$ cat config.mk
export PLATFORM = sky130hd
export DESIGN_NAME = rcsc_rom_cs_ctrl
export DESIGN_NICKNAME = d
export VERILOG_FILES = /design/src/rcsc_pkg.sv /design/src/rcsc_cycle_timer.sv /design/src/rcsc_rom_cs_ctrl.sv
export SDC_FILE = /design/constraint.sdc
export NUM_CORES = 1
export LEC_CHECK = 0
export BUFFER_PORTS_ARGS = -buffer_cell sky130_fd_sc_hd__buf_2
export CAP_MARGIN = 20
export CORE_ASPECT_RATIO = 1.1
export CORE_UTILIZATION = 35
export CTS_CLUSTER_DIAMETER = 200
export DETAILED_ROUTE_END_ITERATION = 10
export HOLD_SLACK_MARGIN = 0.06
export PLACE_DENSITY = 0.75
export RECOVER_POWER = 25
export SKIP_LAST_GASP = 1
export SLEW_MARGIN = 10
export SYNTH_ARGS = -nofsm -noshare
export SYNTH_HDL_FRONTEND = slang
export SYNTH_SLANG_ARGS = --single-unit
$ cat constraint.sdc
create_clock -name clock_in -period 7.6 [get_ports clock_in]
set_input_delay 2.28 -clock clock_in [delete_from_list [all_inputs] [get_ports clock_in]]
set_output_delay 2.28 -clock clock_in [all_outputs]
set_load 0.01 [all_outputs]
$ cat src/rcsc_pkg.sv
// Shared constants for the ROM and I/O chip-select controller
package rcsc_pkg;
   // Number of ROM chip selects
   localparam int NUM_CS = 4;
   // Chip-select index width
   localparam int CS_W = 2;
   // Full memory data width and half width
   localparam int DATA_W = 64;
   localparam int HALF_W = 32;
   // Access latency field width
   localparam int LAT_W = 4;
   // Chip select used for boot fetches
   localparam logic [1:0] BOOT_CS = 2'h0;
   // All chip selects negated (active low)
   localparam logic [3:0] CS_IDLE = 4'hF;
   // Chip selects that support the byte-wide mode
   localparam logic [3:0] BYTE_CS_MASK = 4'h3;
   // Reset value of the boot flag
   localparam logic BOOT_RST = 1'h1;
endpackage

$ cat src/rcsc_cycle_timer.sv
`timescale 1ns/1ns
// Counts the cycles of one access and places the address strobe
module rcsc_cycle_timer #(
   parameter int LAT_W = 4
) (
   input wire logic clock_in,
   input wire logic rst_b_in,
   input wire logic start_in,
   input wire logic [LAT_W-1:0] latency_in,
   input wire logic strobe_en_in,
   input wire logic [LAT_W-1:0] strobe_pos_in,
   output logic active_out,
   output logic last_out,
   output logic strobe_out
);
   // Latched latency and strobe slot for the access in flight
   logic [LAT_W-1:0] lat_q;
   logic [LAT_W-1:0] pos_q;
   logic sen_q;
   // Cycle index within the access
   logic [LAT_W-1:0] cnt_q;
   logic [LAT_W-1:0] cnt_d;
   logic act_q;
   logic act_d;
   logic last_w;

   // Final cycle when the count reaches the latched latency
   assign last_w = act_q && (cnt_q == lat_q);
   assign cnt_d = start_in ? '0 : (act_q ? cnt_q + 1'b1 : cnt_q);
   assign act_d = start_in ? 1'b1 : (last_w ? 1'b0 : act_q);

   // Latch timing at start so a rewrite only hits later accesses
   always_ff @(posedge clock_in or negedge rst_b_in) begin
      if (!rst_b_in) begin
         lat_q <= '0;
         pos_q <= '0;
         sen_q <= 1'b0;
      end else if (start_in) begin
         lat_q <= latency_in;
         pos_q <= strobe_pos_in;
         sen_q <= strobe_en_in;
      end
   end

   // Cycle counter
   always_ff @(posedge clock_in or negedge rst_b_in) begin
      if (!rst_b_in) begin
         cnt_q <= '0;
         act_q <= 1'b0;
      end else begin
         cnt_q <= cnt_d;
         act_q <= act_d;
      end
   end

   assign active_out = act_q;
   assign last_out = last_w;
   // Strobe for one cycle at the chosen slot inside the access
   assign strobe_out = act_q && sen_q && (cnt_q == pos_q);
endmodule

$ cat src/rcsc_rom_cs_ctrl.sv
`timescale 1ns/1ns
module rcsc_rom_cs_ctrl #(
   parameter int ADDR_W = 23
) (
   input wire logic clock_in,
   input wire logic rst_b_in,
   // Host access request, taken when idle
   input wire logic req_in,
   input wire logic write_in,
   input wire logic [rcsc_pkg::CS_W-1:0] cs_sel_in,
   input wire logic byte_mode_in,
   input wire logic [ADDR_W-1:0] addr_in,
   input wire logic [rcsc_pkg::DATA_W-1:0] wdata_in,
   // Configuration levels
   input wire logic [rcsc_pkg::LAT_W-1:0] rom_access_latency_in,
   input wire logic config_done_in,
   input wire logic strobe_en_in,
   input wire logic [rcsc_pkg::LAT_W-1:0] strobe_pos_in,
   // Memory data bus inputs
   input wire logic [rcsc_pkg::HALF_W-1:0] mem_data_upper_half_in,
   input wire logic [rcsc_pkg::HALF_W-1:0] mem_data_lower_half_in,
   // Host answer
   output logic busy_out,
   output logic done_out,
   output logic [rcsc_pkg::DATA_W-1:0] rdata_out,
   // Memory side pins
   output logic [rcsc_pkg::NUM_CS-1:0] rom_chip_select_b_out,
   output logic flash_output_enable_b_out,
   output logic write_enable_b_out,
   output logic mid_cycle_addr_strobe_b_out,
   output logic byte_wide_out,
   output logic [ADDR_W-1:0] mem_addr_out,
   output logic [rcsc_pkg::HALF_W-1:0] mem_data_upper_half_out,
   output logic [rcsc_pkg::HALF_W-1:0] mem_data_lower_half_out,
   output logic mem_data_oe_out
);
   // Reset synchroniser, release through two flops
   logic rst_s1_q;
   logic rst_s2_q;
   logic rst_b;

   // Access state
   typedef enum logic {RCSC_IDLE, RCSC_ACCESS} rcsc_state_t;
   rcsc_state_t state_q;
   rcsc_state_t state_d;

   // Boot flag, cleared once configuration is programmed
   logic boot_q;
   // Latched access attributes
   logic [rcsc_pkg::NUM_CS-1:0] cs_b_q;
   logic oe_b_q;
   logic we_b_q;
   logic byte_q;
   logic [ADDR_W-1:0] addr_q;
   logic [rcsc_pkg::DATA_W-1:0] wdata_q;
   logic [rcsc_pkg::DATA_W-1:0] rdata_q;
   logic done_q;
   logic wr_q;

   // Decode wires
   logic start_w;
   logic [rcsc_pkg::CS_W-1:0] cs_eff_w;
   logic [rcsc_pkg::NUM_CS-1:0] cs_onehot_w;
   logic byte_ok_w;
   logic strobe_ok_w;
   logic t_active;
   logic t_last;
   logic t_strobe;

   // One-hot decode of a chip-select index
   function automatic logic [rcsc_pkg::NUM_CS-1:0] cs_decode(
      input logic [rcsc_pkg::CS_W-1:0] idx
   );
      cs_decode = rcsc_pkg::NUM_CS'(1) << idx;
   endfunction

   // Async assert, clocked release
   always_ff @(posedge clock_in or negedge rst_b_in) begin
      if (!rst_b_in) begin
         rst_s1_q <= 1'b0;
         rst_s2_q <= 1'b0;
      end else begin
         rst_s1_q <= 1'b1;
         rst_s2_q <= rst_s1_q;
      end
   end
   assign rst_b = rst_s2_q;

   // Take a request only when idle
   assign start_w = req_in && (state_q == RCSC_IDLE);
   // Boot forces every fetch onto the boot chip select
   assign cs_eff_w = boot_q ? rcsc_pkg::BOOT_CS : cs_sel_in;
   assign cs_onehot_w = cs_decode(cs_eff_w);
   // Byte-wide mode only on the first two chip selects
   assign byte_ok_w = byte_mode_in &&
      ((cs_onehot_w & rcsc_pkg::BYTE_CS_MASK) != '0);
   // Strobe timing is unprogrammed while booting
   assign strobe_ok_w = strobe_en_in && !boot_q;

   // Cycle timer shared by every chip select
   rcsc_cycle_timer #(
      .LAT_W(rcsc_pkg::LAT_W)
   ) u_timer (
      .clock_in(clock_in),
      .rst_b_in(rst_b),
      .start_in(start_w),
      .latency_in(rom_access_latency_in),
      .strobe_en_in(strobe_ok_w),
      .strobe_pos_in(strobe_pos_in),
      .active_out(t_active),
      .last_out(t_last),
      .strobe_out(t_strobe)
   );

   // Next state
   always_comb begin
      state_d = state_q;
      case (state_q)
         RCSC_IDLE: begin
            if (req_in) begin
               state_d = RCSC_ACCESS;
            end
         end
         RCSC_ACCESS: begin
            if (t_last) begin
               state_d = RCSC_IDLE;
            end
         end
         default: begin
            state_d = RCSC_IDLE;
         end
      endcase
   end

   // State and boot flag
   always_ff @(posedge clock_in or negedge rst_b) begin
      if (!rst_b) begin
         state_q <= RCSC_IDLE;
         boot_q <= rcsc_pkg::BOOT_RST;
      end else begin
         state_q <= state_d;
         // Boot ends once software has set up the controller
         if (config_done_in) begin
            boot_q <= 1'b0;
         end
      end
   end

   // Pin controls, asserted at start and negated after the last cycle
   always_ff @(posedge clock_in or negedge rst_b) begin
      if (!rst_b) begin
         cs_b_q <= rcsc_pkg::CS_IDLE;
         oe_b_q <= 1'b1;
         we_b_q <= 1'b1;
      end else if (start_w) begin
         cs_b_q <= ~cs_onehot_w;
         oe_b_q <= write_in;
         we_b_q <= !write_in;
      end else if (t_last) begin
         cs_b_q <= rcsc_pkg::CS_IDLE;
         oe_b_q <= 1'b1;
         we_b_q <= 1'b1;
      end
   end

   // Address and write data held for the whole access
   always_ff @(posedge clock_in or negedge rst_b) begin
      if (!rst_b) begin
         addr_q <= '0;
         wdata_q <= '0;
         byte_q <= 1'b0;
         wr_q <= 1'b0;
      end else if (start_w) begin
         addr_q <= addr_in;
         wdata_q <= wdata_in;
         byte_q <= byte_ok_w;
         wr_q <= write_in;
      end
   end

   // Read capture of all lanes on the last cycle
   always_ff @(posedge clock_in or negedge rst_b) begin
      if (!rst_b) begin
         rdata_q <= '0;
         done_q <= 1'b0;
      end else begin
         done_q <= t_last;
         if (t_last && !wr_q) begin
            // Upper half first: byte 0 lands in the top byte
            rdata_q <= {mem_data_upper_half_in,
                        mem_data_lower_half_in};
         end
      end
   end

   assign busy_out = (state_q != RCSC_IDLE);
   assign done_out = done_q;
   assign rdata_out = rdata_q;
   assign rom_chip_select_b_out = cs_b_q;
   assign flash_output_enable_b_out = oe_b_q;
   assign write_enable_b_out = we_b_q;
   // No per-lane strobes: one write enable covers all bytes
   assign mem_data_oe_out = !we_b_q;
   assign mem_data_upper_half_out = wdata_q[rcsc_pkg::DATA_W-1:
      rcsc_pkg::HALF_W];
   assign mem_data_lower_half_out = wdata_q[rcsc_pkg::HALF_W-1:0];
   assign mem_addr_out = addr_q;
   assign byte_wide_out = byte_q && busy_out;
   // Low strobe in the chosen cycle of the access
   assign mid_cycle_addr_strobe_b_out = !t_strobe;
endmodule

# Word-level counts from Yosys, hierarchy flattened
# Cells that the tools add are included.
# classes
addsub	1
multipliers	0
div_mod_pow	0
n_lt_le_gt_ge	0
n_eq_ne	2
shifts	1
muxes	13
n_bitwise	2
reduce_logical	16
# ops
cell	n
$mux 4	4
$eq 4x4->1	2
$logic_and 1x1->1	8
$mux 1	7
$logic_not 1->1	5
$add 4x1->4 const B	1
$not 4->4	1
$reduce_bool 2->1	2
$reduce_bool 4->1	1
$shl 1x2->4 const A	1
$mux 2	1
$pmux 1 s2	1
$not 1->1	1
# word_totals
regBits	178
latch_bits	0
mem_bits_rw	0
mem_bits_ro	0
in_bits	168
out_inout_bits	162
elab_cells	53
memories	0

# Depth between registers and ports, before layout
# Gate-level depths: netlist (run 1).
# depth
ltp_word	4
mapped_depth	6
mapped_depth_nobuf	5

# Modules after synthesis
# A second synthesis (run 1) with hierarchy kept.
# hier_totals
cells_unflattened	596
area_unflattened_um2	7065.5
# modules_own_cells
module	instances	cells_each	area_per_inst_um2	seq_area_each_um2
rcsc_rom_cs_ctrl	1	546	6418.7	4112.7
rcsc_cycle_timer	1	50	646.9	350.3

# Worst setup path after synthesis (run 1)
# OpenSTA, ideal clock, no wires.
# synth_timing
kind	input to register
from	input port req_in
to	register addr_q[10], in the netlist mem_addr_out[10]
setup_time_ps	65
t_arrival_ps	3224
required_time_ps	7535
slack_ps	4311
cell_stages	6
n_path_buf	3
path_cell_list	nor2b_1 > clkbuf_1 > clkbuf_1 > clkbuf_1 > nand2_1 > nand2_1
# synth_via
elab_chain_len	1
# synth_lines
item	line_no	text
from (decl)	rcsc_rom_cs_ctrl.sv:8	input wire logic req_in,
$logic_and 1x1->1	rcsc_rom_cs_ctrl.sv:90	assign start_w = req_in && (state_q == RCSC_IDLE);
to (signal assigned)	rcsc_rom_cs_ctrl.sv:174	addr_q <= addr_in;
to (decl)	rcsc_rom_cs_ctrl.sv:54	logic [ADDR_W-1:0] addr_q;
# No other way between the ends.
# A chain may end at the register's enable or synchronous reset.

==> impl_metrics.tcl, run 1 <==
set metrics [dict create \
    result_of_the_run "complete, but fails checks" \
    failed_checks "max-capacitance violations, max-slew violations" \
    cts.repair.resized 0 \
    synth-warning-count 0 \
    effective_utilization_at_floorplan 0.357 \
    average_routed_wire_per_standard_cell_microns 14.2 \
    detail-route-antenna-nets 0 \
    cellPowerDensity_nw_per_um2 430 \
    power_switching_mw 1.42 \
    power.share.clock 0.216 \
    place.gp.congestion 0.742 \
    crit_arrival_ns 3.92 \
    final_min_period_over_clock_period 0.516 \
    detailroute.via_count 5345 \
    drt_first_iter_violations 172 \
    cap_viol_max_count 2 \
    die_outline_area_sq_um 20000 \
    worstSetupEndpointType "async pin" \
    ys_ff_latch 178 \
    flop_pwr_share 0.417 \
    die_width_microns 135 \
    post_route_cells_drive_above_1_share 0.455 \
    worst_ep_required_time_ns 7.60 \
    cts-root-buf "clkbuf_16" \
    number_of_global_route_vias_before_repair 5164 \
    cellInternalPower_mw 2.56 \
    final-setup-viol-count 0 \
    async_flop_share 1.00 \
    cts_htree_levels 4 \
    tritoncts_clock_tree "built" \
    synth_largest_type_area_fraction 0.630 \
    max_freq_mhz 255 \
    cp-start-kind "register" \
    post_detailed_routing_wire_length_microns 17100 \
    drt_pre_antenna_iters 4 \
    worst_slew_margin_rel -0.651 \
    number_of_cells_after_detailed_placement 1168 \
    groute.usage.overall 0.169 \
    synth_fp_nets 787 \
    slowest_stage_cell_cp "clkbuf_1" \
    critical-path-top-delay-family "buffers and inverters" \
    layout.filler_cells 1790 \
    ys.flop_type "dfrtp_1" \
    critical_path.cell_chain "clkbuf_1" \
    finClkSkew_ns 0.00765 \
    final_core_util 0.486 \
    layout_setup_ws_ns 3.68 \
    antenna_found_initial 2 \
    cts_buffer_depth 2 \
    flow.area_growth_from_synthesis_pct 36.3 \
    remaining_drc_errors 0 \
    fin_tns_setup_ns 0 \
    crit_type "reg2async" \
    synth_cell_type_count 36 \
    cts.clk_slew.worst_paths_ns 0.07 \
    worst_skew_pair.late_latency_ns 0.42 \
    synth_edf_count 0 \
    timing.hold.worst.class "reg2reg" \
    gr-total-overflow 0 \
    synth.largest_area_cell "dfrtp_1" \
    setup.reg_to_reg.worst_slack_ns 3.68 \
    yosysMostFrequentCell "nand2_1" \
    route.detailed.vias_per_inst 4.45 \
    design_power_total_mw 3.99 \
    dp.final_hpwl_microns 12300 \
    diodes 0 \
    count_of_pins_over_their_slew_limit 99 \
    synth-seq-area-share 0.657 \
    synth.top_cells.by_area "dfrtp_1, nand2_1, mux2_2" \
    post_synth.cell_area_avg_sq_um 11.0 \
    max_stage_delay_ns 1.86 \
    holdBufCountCts 0 \
    worstPathBufferInverterCount 1 \
    swShare 0.356 \
    max-vdd-ir-drop_mv 0.205 \
    die_height_microns 148 \
    number_of_nets_in_the_final_layout 1110 \
    final_cells 1201 \
    report.final.hold_viol_count 0 \
    floorplan.core_area_sq_um 19000 \
    grt_first_pass_wirelength_microns 26000 \
    power.static_leakage_nw 5.06 \
    rsz0062_at_grt "no" \
    largest_net_degree_at_the_start_of_global_routing 101 \
    fp-row-count 53 \
    dpl_worst_slack_ns 3.68 \
    postSynthCellCount 618 \
    post-route-min-period_ns 3.92 \
    cp_max_fanout 49 \
    cts_inserted_buffers 17 \
    netlist_area_sq_um 6790 \
    io_pins 330 \
    timing_worst_slew_pin_value_ns 2.48 \
    post_cts_setup_buffers 0 \
    comb_power_share 0.367 \
    clock-sinks 178 \
    io_buffers 329 \
    synthTopCellsByCount "nand2_1, dfrtp_1, mux2_2, clkbuf_1, nor2_1" \
]
[registers in the layout (all words and copies together), names as in the netlist, 4 cells and up]
signal,flops
rdata_out,64
wdata_q,64
mem_addr_out,23
rom_chip_select_b_out,4
u_timer.cnt_q,4
u_timer.lat_q,4
u_timer.pos_q,4
[power groups by stage]
stage               clock [mW]  combinational, mW  sequential, mW
floorplan                    0              0.671            1.86
detailed placement           0               1.49            1.68
CTS                      0.889               1.48            1.67
global route             0.927               1.62            1.72
finish                   0.859               1.46            1.66
global placement             0               1.44            1.66
[metrics by stage]
| step | hold slack [ns] | cell area [sq um] |
|---|---|---|
| floorplan | 0.331 | 6790 |
| global placement | 0.337 | 8640 |
| detailed placement | 0.345 | 8660 |
| CTS | 0.363 | 9250 |
| global route | 0.372 | 9260 |
| finish | 0.365 | 9260 |
[layout make-up]
| cell class | count | area [sq um] | share of cell area |
|---|---|---|---|
| tap | 247 | 309 | 0.0334 |
| multi-input combinational | 403 | 2160 | 0.233 |
| timing repair buffer | 336 | 1720 | 0.186 |
| clock inverter | 13 | 145 | 0.0157 |
| clock buffer | 19 | 443 | 0.0478 |
| sequential | 178 | 4460 | 0.482 |
| inverter | 5 | 18.8 | 0.00203 |
[path summary, 6_finish.rpt]
kind | from | endpoint | cells past startpoint
max | rst_b$_DFF_PN0_ | wdata_q[10]$_DFFE_PN0P_ | 1
min | rst_s1_q$_DFF_PN0_ | rst_b$_DFF_PN0_ | 0
max reg2reg | rst_b$_DFF_PN0_ | wdata_q[10]$_DFFE_PN0P_ | 1
min reg2reg | rst_s1_q$_DFF_PN0_ | rst_b$_DFF_PN0_ | 0
max in group clock_in | u_timer.cnt_q[0]$_DFFE_PN0P_ | mid_cycle_addr_strobe_b_out | 4
min in group asynchronous | rst_b$_DFF_PN0_ | u_timer.pos_q[2]$_DFFE_PN0P_ | 0
[logic make-up after synthesis]
group           Yosys count  share of synthesized area
fa+ha+maj                 1                    0.00184
other cells               1                   0.000552
simple gates            314                      0.180
flops                   178                      0.657
xor+xnor                  7                    0.00902
compound gates           15                     0.0164
buf+inv                  37                     0.0274
mux                      65                      0.108
[cells in the final DEF (no fill, tap or decap), drive strengths merged, types with 2 or more instances in the layout]
master    instances
a21o              2
and2              2
buf             334
clkbuf           21
clkinv            3
clkinvlp          4
dfrtp           171
dfstp             7
inv              10
mux2             64
nand2           289
nand2b            3
nand3             2
nor2              9
nor2b             3
nor3              3
o21ai             3
o31a              2
xnor2             5
xor2              2
[routing by layer]
metal  vias up  part of all wire  track usage
met4         4             0.012       0.0500
li1       2605                 -            -
met2       238              0.49        0.286
met5         -            0.0017            0
met1      2482              0.42        0.203
met3        16             0.080       0.0579
(Power assumes the default switching activity.)
==> run 2: changes to the inputs <==
--- a/config.mk
+++ b/config.mk
@@ -5,6 +5,7 @@
 export SDC_FILE = /design/constraint.sdc
 export NUM_CORES = 1
 export LEC_CHECK = 0
+export ABC_AREA = 1
 export BUFFER_PORTS_ARGS = -buffer_cell sky130_fd_sc_hd__buf_2
 export CAP_MARGIN = 20
 export CORE_ASPECT_RATIO = 1.1
@@ -12,7 +13,7 @@
 export CTS_CLUSTER_DIAMETER = 200
 export DETAILED_ROUTE_END_ITERATION = 10
 export HOLD_SLACK_MARGIN = 0.06
-export PLACE_DENSITY = 0.75
+export PLACE_DENSITY = 0.73
 export RECOVER_POWER = 25
 export SKIP_LAST_GASP = 1
 export SLEW_MARGIN = 10
==> constraint.sdc (replaced) <==
create_clock -name clock_in -period 3.75 [get_ports clock_in]
set_input_delay 1.125 -clock clock_in [delete_from_list [all_inputs] [get_ports clock_in]]
set_output_delay 1.125 -clock clock_in [all_outputs]
set_load 0.01 [all_outputs]
==> impl_metrics.tcl, run 2 <==
set metrics [dict create \
    io_pins 330 \
    mostFrequentLayoutCells "nand2_1, buf_2, dfrtp_1, nand4_1, clkbuf_16" \
    rsz0062_at_grt "no" \
    drt_first_iter_violations 288 \
    final-setup-viol-count 0 \
    cts_buffer_depth 2 \
    groute.usage.overall 0.182 \
    io_buffers 329 \
    cap_viol_max_count 1 \
    synth_fp_nets 978 \
    crit_arrival_ns 1.50 \
    timing.hold.worst.class "reg2async" \
    synth.largest_area_cell "dfrtp_1" \
    clock-sinks 178 \
    max_freq_mhz 380 \
    layout.filler_cells 1977 \
    count_of_pins_over_their_slew_limit 115 \
    final_core_util 0.465 \
    gr-total-overflow 0 \
    post_synth.cell_area_avg_sq_um 9.03 \
    number_of_nets_in_the_final_layout 1284 \
    die_outline_area_sq_um 21500 \
    remaining_drc_errors 0 \
    fin_hold_ws_ns 0.358 \
    final_min_period_over_clock_period 0.701 \
    average_routed_wire_per_standard_cell_microns 14.1 \
    flow.area_growth_from_synthesis_pct 30.6 \
    route.detailed.vias_per_inst 4.67 \
    crit_type "reg2out" \
    worstSetupEndpointType "output pin" \
    finClkSkew_ns 0.0105 \
    synth_largest_type_area_fraction 0.586 \
    ys.flop_type "dfrtp_1" \
    synth_edf_count 0 \
    detail-route-antenna-nets 0 \
    worst_skew_pair.late_latency_ns 0.42 \
    worst_ep_required_time_ns 2.62 \
    design_power_total_mw 8.51 \
    synthTopCellsByCount "nand2_1, dfrtp_1, nand4_1, buf_6, inv_1" \
    synth_cell_type_count 29 \
    ys_ff_latch 178 \
    die_width_microns 140 \
    cts.clk_slew.worst_paths_ns 0.07 \
    effective_utilization_at_floorplan 0.356 \
    fin_tns_setup_ns 0 \
    fp-row-count 55 \
    reg2reg_depth 1 \
    place.gp.congestion 0.781 \
    drt_pre_antenna_iters 4 \
    result_of_the_run "complete, but fails checks" \
    timing_worst_slew_pin_value_ns 1.59 \
    cp-start-kind "register" \
    synth-warning-count 0 \
    yosysMostFrequentCell "nand2_1" \
    postSynthCellCount 809 \
    largest_net_degree_at_the_start_of_global_routing 115 \
    die_height_microns 154 \
    post_detailed_routing_wire_length_microns 19600 \
    post_cts_setup_buffers 0 \
    cp_max_fanout 6 \
    dp.final_hpwl_microns 13100 \
    post-route-min-period_ns 2.63 \
    synth.top_cells.by_area "dfrtp_1, nand2_1, nand4_1" \
    detailroute.via_count 6467 \
    power.static_leakage_nw 5.51 \
    postLayoutCellArea_sq_um 9540 \
    antenna_found_initial 1 \
    number_of_global_route_vias_before_repair 6084 \
    netlist_area_sq_um 7310 \
    async_flop_share 1.00 \
    mostFrequentLayoutCell "nand2_1" \
    cts-root-buf "clkbuf_16" \
    cellPowerDensity_nw_per_um2 891 \
    holdBufCountCts 0 \
    max-vdd-ir-drop_mv 0.448 \
    synth-seq-area-share 0.611 \
    floorplan.core_area_sq_um 20500 \
    cts_inserted_buffers 17 \
    worst_slew_margin_rel -0.0567 \
    detailed_place.area_sq_um 8980 \
    cts_htree_levels 4 \
    grt_first_pass_wirelength_microns 31000 \
    failed_checks "max-capacitance violations, max-slew violations" \
    cts.repair.resized 0 \
    post_route_cells_drive_above_1_share 0.346 \
    tritoncts_clock_tree "built" \
    report.final.hold_viol_count 0 \
]
==> run 2: changes by cell type in the layout (fill, tap and decap cells not counted), sizes merged, moves of 5 or more <==
cell   before  now
xnor2       5    0
inv        10   26
nand3       2   14
nand2     289  452
o21ai       3    8
nand4       1   65
mux2       64    0
==> run 2: layer usage <==
layer	vias to the layer above	GRT usage	part of all wire
met5	-	0	0
met4	0	0.0570	0.018
met3	21	0.0511	0.068
met2	246	0.304	0.48
met1	3030	0.227	0.44
li1	3170	-	-
==> run 2: critical path, stage by stage (launching register included) <==
cell	delay [ns]
dfrtp_1	0.43
inv_2	0.13
nand2_1	0.07
a221oi_1	0.25
nand2_1	0.07
buf_2	0.15
==> run 2: final timing paths <==
check / start / end / slack [ns]
max: u_timer.cnt_q[2]$_DFFE_PN0P_ / mid_cycle_addr_strobe_b_out / 1.12
min: rst_b$_DFF_PN0_ / wdata_q[52]$_DFFE_PN0P_ / 0.36
max reg2reg: rst_b$_DFF_PN0_ / rdata_out[23]$_DFFE_PN0P_ / 1.22
min reg2reg: rst_b$_DFF_PN0_ / wdata_q[52]$_DFFE_PN0P_ / 0.36
max in group asynchronous: rst_b$_DFF_PN0_ / rdata_out[23]$_DFFE_PN0P_ / 1.22
min in group clock_in: rst_s1_q$_DFF_PN0_ / rst_b$_DFF_PN0_ / 0.36
==> run 2: where the power goes <==
part | internal (mW) | switching [mW]
clock | 0.947 | 0.821
sequential | 2.85 | 0.497
combinational | 1.19 | 2.20
total | 4.99 | 3.52
==> run 2: cell families after synthesis <==
kind of cell             share of synthesized area
other                                     0.000513
AO/OA/AOI/OAI                               0.0120
flip-flops                                   0.611
adder cells (fa/ha/maj)                    0.00171
buffers and inverters                       0.0628
AND/OR/NAND/NOR                              0.312
==> run 2: final cells by class <==
cell class                 count  area (sq um)  share of cell area
inverter                      22          83.8             0.00878
multi-input combinational    560          2390               0.251
antenna                        1          2.50            0.000262
clock buffer                  19           433              0.0454
timing repair buffer         336          1700               0.178
sequential                   178          4460               0.468
clock inverter                13           150              0.0157
tap                          256           320              0.0336
==> run 2: stage by stage <==
step	instances	worst slack, ns
3_5_place_dp	1352	1.10
2_1_floorplan	809	0.817
4_1_cts	1384	1.10
6_report	1385	1.12
5_1_grt	1384	0.726
3_3_place_gp	1352	1.11
==> run 3: changes to the inputs <==
--- a/config.mk
+++ b/config.mk
@@ -13,7 +13,7 @@
 export CTS_CLUSTER_DIAMETER = 200
 export DETAILED_ROUTE_END_ITERATION = 10
 export HOLD_SLACK_MARGIN = 0.06
-export PLACE_DENSITY = 0.73
+export PLACE_DENSITY = 0.76
 export RECOVER_POWER = 25
 export SKIP_LAST_GASP = 1
 export SLEW_MARGIN = 10
==> constraint.sdc (replaced) <==
create_clock -name clock_in -period 2.4 [get_ports clock_in]
set_input_delay 0.72 -clock clock_in [delete_from_list [all_inputs] [get_ports clock_in]]
set_output_delay 0.72 -clock clock_in [all_outputs]
set_load 0.01 [all_outputs]
==> impl_metrics.tcl, run 3 (synthesis gave the netlist of run 2 again) <==
set metrics [dict create \
    result_of_the_run "complete, but fails checks" \
    failed_checks "max-capacitance violations, max-slew violations" \
    drt_pre_antenna_iters 4 \
    fp-row-count 55 \
    groute.layer.met2.usage 0.317 \
    io_pins 330 \
    post_route_cells_drive_above_1_share 0.350 \
    io_buffers 329 \
    worst_ep_required_time_ns 1.68 \
    crit_arrival_ns 1.46 \
    number_of_global_route_vias_before_repair 6353 \
    rsz0062_at_grt "no" \
    antenna_found_initial 0 \
    floorplan.core_area_sq_um 20500 \
    dp.final_hpwl_microns 14100 \
    max-vdd-ir-drop_mv 0.767 \
    route.detailed.vias_per_inst 4.65 \
    grt_busiest_layer "met2" \
    diodes 0 \
    die_width_microns 140 \
    worstHoldStart "rst_s1_q$_DFF_PN0_" \
    cp-start-kind "register" \
    gr-total-overflow 0 \
    tritoncts_clock_tree "built" \
    cts_inserted_buffers 17 \
    flow.area_growth_from_synthesis_pct 32.2 \
    detail-route-antenna-nets 0 \
    crit_type "reg2out" \
    mostFrequentLayoutCells "nand2_1, buf_2, dfrtp_1, nand4_1, clkbuf_16" \
    min_delay_worst_endpoint "rst_b$_DFF_PN0_" \
    count_of_pins_over_their_slew_limit 38 \
    cap_viol_max_count 1 \
    max_freq_mhz 460 \
    groute.usage.overall 0.189 \
    number_of_cells_after_detailed_placement 1358 \
    grt_first_pass_wirelength_microns 32100 \
    final-setup-viol-count 0 \
    final_cells 1391 \
    cts.repair.resized 0 \
    number_of_nets_in_the_final_layout 1291 \
    cts_buffer_depth 2 \
    detailroute.via_count 6474 \
    largest_net_degree_at_the_start_of_global_routing 110 \
    post_detailed_routing_wire_length_microns 20000 \
    worstSetupEndpointType "output pin" \
    setup.reg_to_reg.worst_slack_ns 0.52 \
    cts.clk_slew.worst_paths_ns 0.07 \
    reg2reg_from "rst_b$_DFF_PN0_" \
    die_height_microns 154 \
    mostFrequentLayoutCell "nand2_1" \
    layout.filler_cells 1990 \
    reg2reg_depth 1 \
    timing_worst_slew_pin_value_ns 1.64 \
    remaining_drc_errors 0 \
    power.static_leakage_nw 5.58 \
    cellPowerDensity_nw_per_um2 1390 \
    global_route.usage.met3 0.0635 \
    holdPathStages 0 \
    cts-root-buf "clkbuf_16" \
    average_routed_wire_per_standard_cell_microns 14.4 \
    post-route-min-period_ns 2.18 \
    finClkSkew_ns 0.0124 \
    worst_skew_pair.late_latency_ns 0.42 \
    gr-usage-met1 0.222 \
    cp_max_fanout 6 \
    timing.hold.worst.class "reg2reg" \
    clock-sinks 178 \
    final_min_period_over_clock_period 0.907 \
    cts_htree_levels 4 \
    worst_slew_margin_rel -0.0905 \
    fin_tns_setup_ns 0 \
    place.gp.congestion 0.803 \
    report.final.hold_viol_count 0 \
    drt_first_iter_violations 329 \
    effective_utilization_at_floorplan 0.356 \
    r2r-end "wdata_q[38]$_DFFE_PN0P_" \
    die_outline_area_sq_um 21500 \
]
[run 3: how the worst max path moves through the flow]
stage / from / endpoint / slack, ns / depth (start not counted)
floorplan: rst_b$_DFF_PN0_ / busy_out$_DFF_PN0_ / 0.57 / 0
global placement: req_in / wdata_q[33]$_DFFE_PN0P_ / 0.50 / 7
global route: u_timer.cnt_q[3]$_DFFE_PN0P_ / mid_cycle_addr_strobe_b_out / 0.11 / 5
detailed placement: req_in / mem_addr_out[8]$_DFFE_PN0P_ / 0.43 / 7
finish: u_timer.cnt_q[2]$_DFFE_PN0P_ / mid_cycle_addr_strobe_b_out / 0.22 / 5
CTS: u_timer.cnt_q[2]$_DFFE_PN0P_ / mid_cycle_addr_strobe_b_out / 0.19 / 5
[run 3: through the flow]
step	area (sq um)	hold WS (ns)	util	setup slack [ns]	power (mW)
2_1_floorplan	7310	0.331	-	0.571	8.78
3_5_place_dp	9070	0.340	0.442	0.432	10.8
3_3_place_gp	9070	0.337	0.442	0.499	10.6
5_1_grt	9660	0.370	0.471	0.112	14.5
6_report	9660	0.354	0.471	0.224	13.4
4_1_cts	9670	0.348	0.472	0.190	13.6
[run 3: cell type report]
| type | instances | area (sq um) | share of cell area |
|---|---|---|---|
| timing repair buffer | 343 | 1810 | 0.187 |
| inverter | 22 | 83.8 | 0.00868 |
| multi-input combinational | 560 | 2390 | 0.248 |
| sequential | 178 | 4460 | 0.462 |
| clock inverter | 15 | 166 | 0.0172 |
| clock buffer | 17 | 425 | 0.0440 |
| tap | 256 | 320 | 0.0332 |
[run 3: power by group]
| group | internal [mW] | leakage, nW | switching, mW | total [mW] |
|---|---|---|---|---|
| registers | 4.45 | 2.19 | 0.792 | 5.24 |
| clock network | 1.40 | 0.291 | 1.33 | 2.73 |
| logic | 1.96 | 3.10 | 3.46 | 5.42 |
[run 3: layer usage]
| metal | vias to the layer above | wire length, microns |
|---|---|---|
| li1 | 3176 | - |
| met1 | 2995 | 8130 |
| met2 | 274 | 9690 |
| met3 | 29 | 1680 |
| met4 | 0 | 537 |
| met5 | - | 0 |
[run 3: worst max-delay path, stage by stage, from the launching register on]
cell	delay [ns]
dfrtp_1	0.42
inv_2	0.11
nand2_1	0.06
a221oi_1	0.23
nand2_1	0.07
buf_2	0.15
[run 3: timing repair]
action	in CTS	in global routing
endpoints found under the hold margin	2	0
buffers inserted	0	0
hold buffers	1	0
